--- src/nvsc_regs.svh ---
`ifndef NVSC_REGS_SVH
`define NVSC_REGS_SVH

`define NVSC_SEQ_A0 11'h000
`define NVSC_SEQ_A1 11'h555
`define NVSC_SEQ_A2 11'h2AA
`define NVSC_SEQ_A3 11'h7FF
`define NVSC_SEQ_A4 11'h0F0
`define NVSC_SEQ_STORE 11'h70F
`define NVSC_SEQ_RECALL 11'h70E
`define NVSC_SEQ_TEST 11'h39C
`define NVSC_SEQ_LEN 3'h6
`define NVSC_STEP_W 3
`define NVSC_CLK_MHZ 50
`define NVSC_CLK_NS 20
`define NVSC_SLOT_NS 60
`define NVSC_CE_LOW_NS 60
`define NVSC_STORE_MS 10
`define NVSC_RECALL_US 20
`define NVSC_RESTORE_US 650
`define NVSC_SLOT_CYC ((`NVSC_SLOT_NS + `NVSC_CLK_NS - 1) / `NVSC_CLK_NS)
`define NVSC_CE_CYC ((`NVSC_CE_LOW_NS + `NVSC_CLK_NS - 1) / `NVSC_CLK_NS)
`define NVSC_STORE_CYC (`NVSC_STORE_MS * 1000 * `NVSC_CLK_MHZ)
`define NVSC_RECALL_CYC (`NVSC_RECALL_US * `NVSC_CLK_MHZ)
`define NVSC_RESTORE_CYC (`NVSC_RESTORE_US * `NVSC_CLK_MHZ)
`define NVSC_CNT_W 20

`endif

--- src/nvsc_pkg.sv ---
package nvsc_pkg;
    typedef enum logic [3:0] {
        NVSC_POWERUP, NVSC_IDLE, NVSC_SETUP, NVSC_STROBE, NVSC_HOLD, NVSC_BUSY
    } nvsc_state_t;
    typedef enum logic [1:0] {NVSC_OP_READ, NVSC_OP_WRITE, NVSC_OP_STORE, NVSC_OP_RECALL} nvsc_op_t;
endpackage : nvsc_pkg

--- src/nvsc_seq_rom.sv ---
`timescale 1ns/100ps
`include "nvsc_regs.svh"
// sequence address table; output registered so the caller sees it one cycle after the index
module nvsc_seq_rom (
    input wire logic sys_clk,
    input wire logic rst,
    input wire logic [2:0] idx,
    input wire logic recall,
    output logic [10:0] addr_q
);
    logic [10:0] addr_d;
    // last entry picks the transfer kind; the reserved test address is never produced
    always_comb begin
        case (idx)
            3'h0: addr_d = `NVSC_SEQ_A0;
            3'h1: addr_d = `NVSC_SEQ_A1;
            3'h2: addr_d = `NVSC_SEQ_A2;
            3'h3: addr_d = `NVSC_SEQ_A3;
            3'h4: addr_d = `NVSC_SEQ_A4;
            default: addr_d = recall ? `NVSC_SEQ_RECALL : `NVSC_SEQ_STORE; // RULE8 RULE9 RULE24
        endcase
    end
    always_ff @(posedge sys_clk or posedge rst) begin
        if (rst) begin
            addr_q <= 11'h000;
        end else begin
            addr_q <= addr_d;
        end
    end
endmodule : nvsc_seq_rom

--- src/nvsc_host.sv ---
`timescale 1ns/100ps
`include "nvsc_regs.svh"
//Contract
//RULE1: reads happen with chip enable and output enable low, write strobe high.
//RULE2: eleven byte select lines pick one of 2048 bytes.
//RULE3: read data stays driven until address or controls change.
//RULE4: write happens with chip enable and strobe low; latched at first rise.
//RULE5: host holds address stable through the whole write.
//RULE6: device floats its drivers if output enable stays low in a write.
//RULE7: host keeps output enable high during writes.
//RULE8: reads of 000,555,2AA,7FF,0F0,70F start a store.
//RULE9: same first five then 70E start a recall.
//RULE10: any other access inside the sequence aborts it.
//RULE11: host keeps write strobe high during sequence chip enable pulses.
//RULE12: sequence works with output enable high or low.
//RULE13: every sequence step is a separate chip enable pulse.
//RULE14: after step six device ignores inputs and floats within 600 ns.
//RULE15: store finishes within 10 ms, then SRAM is usable again.
//RULE16: store erases then programs all cells from SRAM.
//RULE17: recall clears SRAM, copies EEPROM, within 20 us.
//RULE18: a 20 ns chip enable pulse still registers a step.
//RULE19: chip enable glitches repeat reads and abort the sequence.
//RULE20: power-up recall blocks SRAM access until reload time passes.
//RULE21: low supply inhibits or aborts stores, not recalls.
//RULE22: host must not hold a write when power-up recall ends.
//RULE23: power-up recall lasts at most 650 us.
//RULE24: host never issues the reserved test sixth address 39C.
//RULE25: step counter advances on matches, resets on mismatch or write.
module nvsc_host
    import nvsc_pkg::*;
#(
    parameter int STORE_CYC = `NVSC_STORE_CYC,
    parameter int RESTORE_CYC = `NVSC_RESTORE_CYC
) (
    input wire logic sys_clk,
    input wire logic rst,
    input wire logic req_valid,
    output logic req_ready,
    input wire nvsc_op_t req_op,
    input wire logic [10:0] req_addr,
    input wire logic [7:0] req_wdata,
    output logic rsp_valid,
    output logic [7:0] rsp_rdata,
    output logic busy,
    output logic [10:0] byte_select_lines,
    output logic [7:0] data_lines_o,
    output logic data_lines_oe,
    input wire logic [7:0] data_lines_i,
    output logic chip_en_n,
    output logic out_en_n,
    output logic write_en_n
);
    typedef struct packed {
        nvsc_state_t st;
        nvsc_op_t op;
        logic [2:0] step;
        logic [`NVSC_CNT_W-1:0] cnt;
        logic [10:0] addr;
        logic [7:0] wdata;
        logic [7:0] rdata;
        logic rsp;
        logic ce_n;
        logic oe_n;
        logic we_n;
        logic drive;
    } nvsc_regs_t;

    nvsc_regs_t s_q, s_d;
    logic [7:0] din_m_q, din_s_q;
    logic [10:0] seq_addr;
    logic seq_op;

    assign seq_op = (s_q.op == NVSC_OP_STORE) || (s_q.op == NVSC_OP_RECALL);

    // table fed with the next step, so its registered output matches the step being run
    nvsc_seq_rom u_rom (
        .sys_clk(sys_clk),
        .rst(rst),
        .idx(s_d.step),
        .recall(s_d.op == NVSC_OP_RECALL),
        .addr_q(seq_addr)
    );

    // read data come from the pins, so two flops before use
    always_ff @(posedge sys_clk or posedge rst) begin
        if (rst) begin
            din_m_q <= 8'h00;
            din_s_q <= 8'h00;
        end else begin
            din_m_q <= data_lines_i;
            din_s_q <= din_m_q;
        end
    end

    // single sequencer for plain accesses and the six-step transfer sequence
    always_comb begin
        s_d = s_q;
        s_d.rsp = 1'b0;
        case (s_q.st)
            NVSC_POWERUP: begin
                s_d.we_n = 1'b1; // RULE22
                if (s_q.cnt >= `NVSC_CNT_W'(RESTORE_CYC - 1)) begin // RULE20 RULE23
                    s_d.st = NVSC_IDLE;
                    s_d.cnt = '0;
                end else begin
                    s_d.cnt = s_q.cnt + 1'b1;
                end
            end
            NVSC_IDLE: begin
                if (req_valid) begin
                    s_d.op = req_op;
                    s_d.addr = req_addr;
                    s_d.wdata = req_wdata;
                    s_d.step = 3'h0; // RULE25
                    s_d.cnt = '0;
                    s_d.st = NVSC_SETUP;
                end
            end
            NVSC_SETUP: begin
                // address set up with all strobes high; one cycle for the table lookup
                if (seq_op) begin
                    s_d.addr = seq_addr; // RULE8 RULE9
                end
                s_d.ce_n = 1'b0; // RULE13
                s_d.we_n = (s_q.op != NVSC_OP_WRITE); // RULE11
                s_d.oe_n = (s_q.op != NVSC_OP_READ); // RULE7 RULE12
                s_d.drive = (s_q.op == NVSC_OP_WRITE);
                s_d.cnt = '0;
                s_d.st = NVSC_STROBE;
            end
            NVSC_STROBE: begin
                // pulse wider than any access time, so reads are valid and steps count
                if (s_q.cnt >= `NVSC_CNT_W'(`NVSC_CE_CYC - 1)) begin // RULE18
                    s_d.rdata = din_s_q; // RULE1 RULE3
                    s_d.ce_n = 1'b1; // RULE4
                    s_d.we_n = 1'b1;
                    s_d.oe_n = 1'b1;
                    s_d.cnt = '0;
                    s_d.st = NVSC_HOLD;
                end else begin
                    s_d.cnt = s_q.cnt + 1'b1;
                end
            end
            NVSC_HOLD: begin
                // address and data held one cycle past the strobe release
                s_d.drive = 1'b0; // RULE5
                if (seq_op && s_q.step != `NVSC_SEQ_LEN - 3'h1) begin
                    s_d.step = s_q.step + 3'h1; // RULE10 RULE19 RULE25
                    s_d.st = NVSC_SETUP;
                end else if (seq_op) begin
                    s_d.cnt = '0;
                    s_d.st = NVSC_BUSY; // RULE14
                end else begin
                    s_d.rsp = 1'b1;
                    s_d.st = NVSC_IDLE;
                end
            end
            NVSC_BUSY: begin
                // device ignores pins now; wait out the worst-case transfer time
                if (s_q.cnt >= ((s_q.op == NVSC_OP_STORE) ? `NVSC_CNT_W'(STORE_CYC - 1)
                        : `NVSC_CNT_W'(`NVSC_RECALL_CYC - 1))) begin // RULE15 RULE16 RULE17
                    s_d.rsp = 1'b1;
                    s_d.st = NVSC_IDLE;
                end else begin
                    s_d.cnt = s_q.cnt + 1'b1;
                end
            end
            default: begin
                s_d.st = NVSC_IDLE;
            end
        endcase
    end

    always_ff @(posedge sys_clk or posedge rst) begin
        if (rst) begin
            s_q <= '{st: NVSC_POWERUP, op: NVSC_OP_READ, step: 3'h0, cnt: '0,
                     addr: 11'h000, wdata: 8'h00, rdata: 8'h00, rsp: 1'b0,
                     ce_n: 1'b1, oe_n: 1'b1, we_n: 1'b1, drive: 1'b0};
        end else begin
            s_q <= s_d;
        end
    end

    assign req_ready = (s_q.st == NVSC_IDLE);
    assign busy = (s_q.st == NVSC_POWERUP) || (s_q.st == NVSC_BUSY); // RULE21
    assign rsp_valid = s_q.rsp;
    assign rsp_rdata = s_q.rdata;
    // sequence addresses come straight from the table flop; they move only while chip enable is high
    assign byte_select_lines = seq_op ? seq_addr : s_q.addr; // RULE2 RULE8 RULE9
    assign data_lines_o = s_q.wdata;
    assign data_lines_oe = s_q.drive; // RULE6
    assign chip_en_n = s_q.ce_n;
    assign out_en_n = s_q.oe_n;
    assign write_en_n = s_q.we_n;

    oe_in_write_a: assert property (@(posedge sys_clk) disable iff (rst)
        !write_en_n |-> out_en_n) else $error("output enable low during write"); // RULE7
    addr_stable_a: assert property (@(posedge sys_clk) disable iff (rst)
        (!chip_en_n && !write_en_n) |=> $stable(byte_select_lines)) // RULE5
        else $error("address moved during write");
    seq_no_write_a: assert property (@(posedge sys_clk) disable iff (rst)
        (seq_op && !chip_en_n) |-> write_en_n) else $error("write inside sequence"); // RULE11
    ce_width_a: assert property (@(posedge sys_clk) disable iff (rst)
        $fell(chip_en_n) |-> !chip_en_n [*3]) else $error("chip enable pulse short"); // RULE18
    seq_one_pulse_a: assert property (@(posedge sys_clk) disable iff (rst)
        $rose(chip_en_n) && seq_op |-> chip_en_n [*2]) // RULE13
        else $error("chip enable not released between steps");
    busy_quiet_a: assert property (@(posedge sys_clk) disable iff (rst)
        busy |-> chip_en_n && write_en_n && !data_lines_oe) // RULE14
        else $error("pins active while device busy");
    no_test_addr_a: assert property (@(posedge sys_clk) disable iff (rst)
        !chip_en_n && seq_op && s_q.step == 3'h5 |-> byte_select_lines != `NVSC_SEQ_TEST)
        else $error("reserved test address issued"); // RULE24
    seq_last_a: assert property (@(posedge sys_clk) disable iff (rst)
        !chip_en_n && s_q.op == NVSC_OP_RECALL && s_q.step == 3'h5
        |-> byte_select_lines == `NVSC_SEQ_RECALL) else $error("bad recall address"); // RULE9
    store_last_a: assert property (@(posedge sys_clk) disable iff (rst)
        !chip_en_n && s_q.op == NVSC_OP_STORE && s_q.step == 3'h5
        |-> byte_select_lines == `NVSC_SEQ_STORE) else $error("bad store address"); // RULE8
endmodule : nvsc_host

--- config.mk ---
export PLATFORM = sky130hd
export DESIGN_NAME = nvsc_host
export DESIGN_NICKNAME = d
export VERILOG_FILES = /design/src/nvsc_pkg.sv /design/src/nvsc_seq_rom.sv /design/src/nvsc_host.sv
export VERILOG_INCLUDE_DIRS = /design/src
export SDC_FILE = /design/constraint.sdc
export NUM_CORES = 1
export LEC_CHECK = 0
export BUFFER_PORTS_ARGS = -buffer_cell sky130_fd_sc_hd__buf_2
export CELL_PAD_IN_SITES_DETAIL_PLACEMENT = 0
export CELL_PAD_IN_SITES_GLOBAL_PLACEMENT = 1
export CORE_ASPECT_RATIO = 2
export CORE_MARGIN = 4
export CORE_UTILIZATION = 47
export DETAILED_ROUTE_END_ITERATION = 10
export PLACE_DENSITY = 0.93
export SYNTH_ARGS = -nofsm -noshare
export SYNTH_HDL_FRONTEND = slang
export SYNTH_SLANG_ARGS = --single-unit
--- constraint.sdc ---
create_clock -name sys_clk -period 7.6 [get_ports sys_clk]
set_clock_uncertainty 0.15 [all_clocks]
set_input_delay 1.14 -clock sys_clk [delete_from_list [all_inputs] [get_ports sys_clk]]
set_output_delay 1.14 -clock sys_clk [all_outputs]
set_load 0.01 [all_outputs]
==> results by group <==
Setup path
  – Crit start category: flop
  – Most frequent CP cell: or4_1
  – Worst Path Arrival: 4.01 ns
  – Crit end category: flop
  – Cell family with most CP delay: simple AND/OR/NAND/NOR gates
  – Crit-path max FO: 22
  – Max incr delay on CP: 0.73 ns
  – WP data required: 7.68 ns
  – CP max-delay cell: dfrtp_1
  – CP Cell Sequence: nand2b_1 > ha_1 > nand4b_1 > or4_1 > or4_1 > o211a_2 > o21ai_1 > mux2_2
  – Critical path type: flop to flop
  – WP buf/inv: 0

GRT
  – Initial antenna violation count: 0
  – Vias in the first global route: 3,389
  – Global route overflow: 0
  – Largest net degree at the start of global routing: 82
  – Tot GR Track Use: 0.201
  – First-pass GRT wire length: 16,400 microns

Clocking
  – Hold_buf cts: 0
  – Clock transition at path regs: 0.07 ns
  – H-tree levels: 3
  – CTS max path bufs: 2
  – Setup bufs post-CTS: 0
  – CTS buffer count: 9
  – Post-cts resize count: 0
  – CTS root buf: clkbuf_16
  – Clock latency on the worst-skew pair: 0.34 ns
  – Clk sinks: 81
  – CTS tree: yes

Power and ir drop
  – Flop pwr share: 0.340
  – Post-route total power: 0.00192 W
  – Combinational Power Share: 0.441
  – P_int: 0.00114 W
  – Pleak: 2.21 nW
  – Sw Pwr: 0.000784 W
  – Clk pwr share: 0.218
  – Highest ir drop seen on vdd: 0.000139 V
  – Switch share: 0.408
  – Pwr Density: 403 mW/mm^2

Floorplanning
  – FP Rows: 48
  – I/O pins: 66
  – Starting density of the core: 0.485
  – Die Span Y: 142 microns
  – CORE AREA: 0.00871 sq mm
  – Die area: 0.0107 sq mm
  – Die Width: 75.0 microns

Cells and area
  – Final core utilization: 0.548
  – Ratio of cells with drive above 1 in the final layout: 0.277
  – Final nets: 501
  – Final non-filler cell total: 562
  – Layout area overhead: 13.2%
  – # diodes: 0

Synthesis
  – Area leader, netlist: dfrtp_1
  – Asr flop ratio synth: 1.00
  – Mapped Nets: 461
  – Sequential cell area fraction in the yosys report: 0.481
  – Number of synthesized flops with an enable pin: 0
  – Synthesized-area fraction occupied by adder cells: 0.0356
  – Simple-gate share of the synthesized area: 0.151
  – Post-synth top cells: dfrtp_1 (78), nor2_1 (34), nand2_1 (29)
  – Post-synth top flop: dfrtp_1
  – Mux cell area share after synthesis: 0.0634
  – Seq cells post-synth: 81
  – Avg Cell Area, Syn: 10.1 sq um
  – Yosys cell types: 60
  – Synth Area in Compound Gates: 0.196
  – Largest cells by area after synthesis: dfrtp_1 (46%), mux2_2 (5.9%), ha_1 (3.6%), nor2_1 (3.0%), o21ai_0 (2.8%)
  – Post-Syn Instances: 417
  – Top cell type's share of synthesized area: 0.462
  – Largest family of logic cells by synthesized area: compound AO/OA/AOI/OAI gates
  – XOR/XNOR Fraction of Synth Area: 0
  – Most numerous cell in the Yosys netlist: dfrtp_1
  – Post-synthesis cell area: 0.00422 sq mm
  – Yosys synthesis warning count: 0

Drt
  – Final wirelength: 10,100 microns
  – DRC: 0
  – Drt via density: 6.01
  – Vias post-DR: 3,378
  – Antenna Violating Nets Remaining: 0
  – Post-DR wirelength/cell: 17.9 microns
  – Initial DRC count: 240
  – Initial DRT Pass Iterations: 4

Timing
  – Final Slew Violations: 0
  – Worst hold slack: 0.199 ns
  – Setup Viol. Count Final: 0
  – Fin Setup TNS: 0 ns
  – Unrepaired setup endpoints after global routing: no
  – F_max: 254 MHz
  – Final Cycle Share: 0.518
  – Max-slew headroom: 0.175
  – Fin. Hold Viols: 0
  – Worst Max-Slew Pin Slew: 1.23 ns
  – Tmin final: 3.94 ns

Hold path
  – Worst min path class: flop to flop

Placement
  – DP Wirelength: 7530 microns
  – IO Port Bufs: 65
  – Placer Congestion: 0.847
  – Post-Place Cells: 546

Run status
  – Outcome: finished clean

Flow run
  – Max cap viols: 0
path summary, 6_finish.rpt:
check / startpoint / endpoint / slack (ns) / cells after the start
min in group asynchronous: rst / data_lines_o[1] / 0.95 / 3
worst max-delay path: s_q[56] / s_q[33] / 3.66 / 8
max in group asynchronous: rst / s_q[24] / 5.72 / 3
worst min register to register: din_m_q[3] / din_s_q[3] / 0.20 / 0
worst max register to register: s_q[56] / s_q[33] / 3.66 / 8
worst min-delay path: din_m_q[3] / din_s_q[3] / 0.20 / 0
cells in the final DEF (no fill, tap or decap), drive strengths merged, types with 5 or more instances in the layout:
master / n
dfrtp: 78
buf: 68
nor2: 34
nand2: 29
inv: 29
o21ai: 25
mux2: 22
a21oi: 20
nand3: 14
ha: 12
a22o: 11
o221ai: 10
and3: 9
clkbuf: 9
nor3: 6
or4: 6
nor2b: 5
o2bb2ai: 5
a221oi: 5
nand2b: 5
a211oi: 5
layer usage:
metal,track usage,vias up,part of all wire
met5,0,-,0
met4,0.112,0,0.042
met3,0.0304,25,0.051
met2,0.375,126,0.56
met1,0.200,1644,0.34
li1,-,1583,-
power by group through the flow:
| stage | combinational, W | clock [W] | sequential, W |
|---|---|---|---|
| finish | 0.000849 | 0.000420 | 0.000654 |
| global route | 0.000943 | 0.000444 | 0.000674 |
| CTS | 0.000858 | 0.000429 | 0.000653 |
| detailed placement | 0.000852 | 0 | 0.000660 |
| global placement | 0.000823 | 0 | 0.000654 |
| floorplan | 0.000713 | 0 | 0.000614 |
layout make-up:
type                            instances  area [sq um]
Fill cell                             764          3930
Sequential cell                        81          2030
Multi-Input combinational cell        273          1890
Timing Repair Buffer                   68           348
Clock buffer                            9           225
Tap cell                              100           125
Inverter                               24          90.1
Clock inverter                          7          70.1
through the flow:
stage               setup slack (ns)  area [sq um]
finish                          3.66          4780
CTS                             3.68          4780
global placement                3.81          4480
global route                    3.43          4780
floorplan                       4.23          4220
detailed placement              3.69          4480
cells by family after synthesis:
logic type | count (synthesis)
simple gates | 125
compound gates | 112
flops | 81
buf+inv | 63
mux | 24
fa+ha+maj | 12
state kept, by name, indices dropped and copies added, names as in the netlist, 5 cells and up:
signal	cells
s_q	39
data_lines_o	8
din_m_q	8
din_s_q	8
rsp_rdata	8
u_rom.addr_q	5
(Power assumes the default switching activity.)
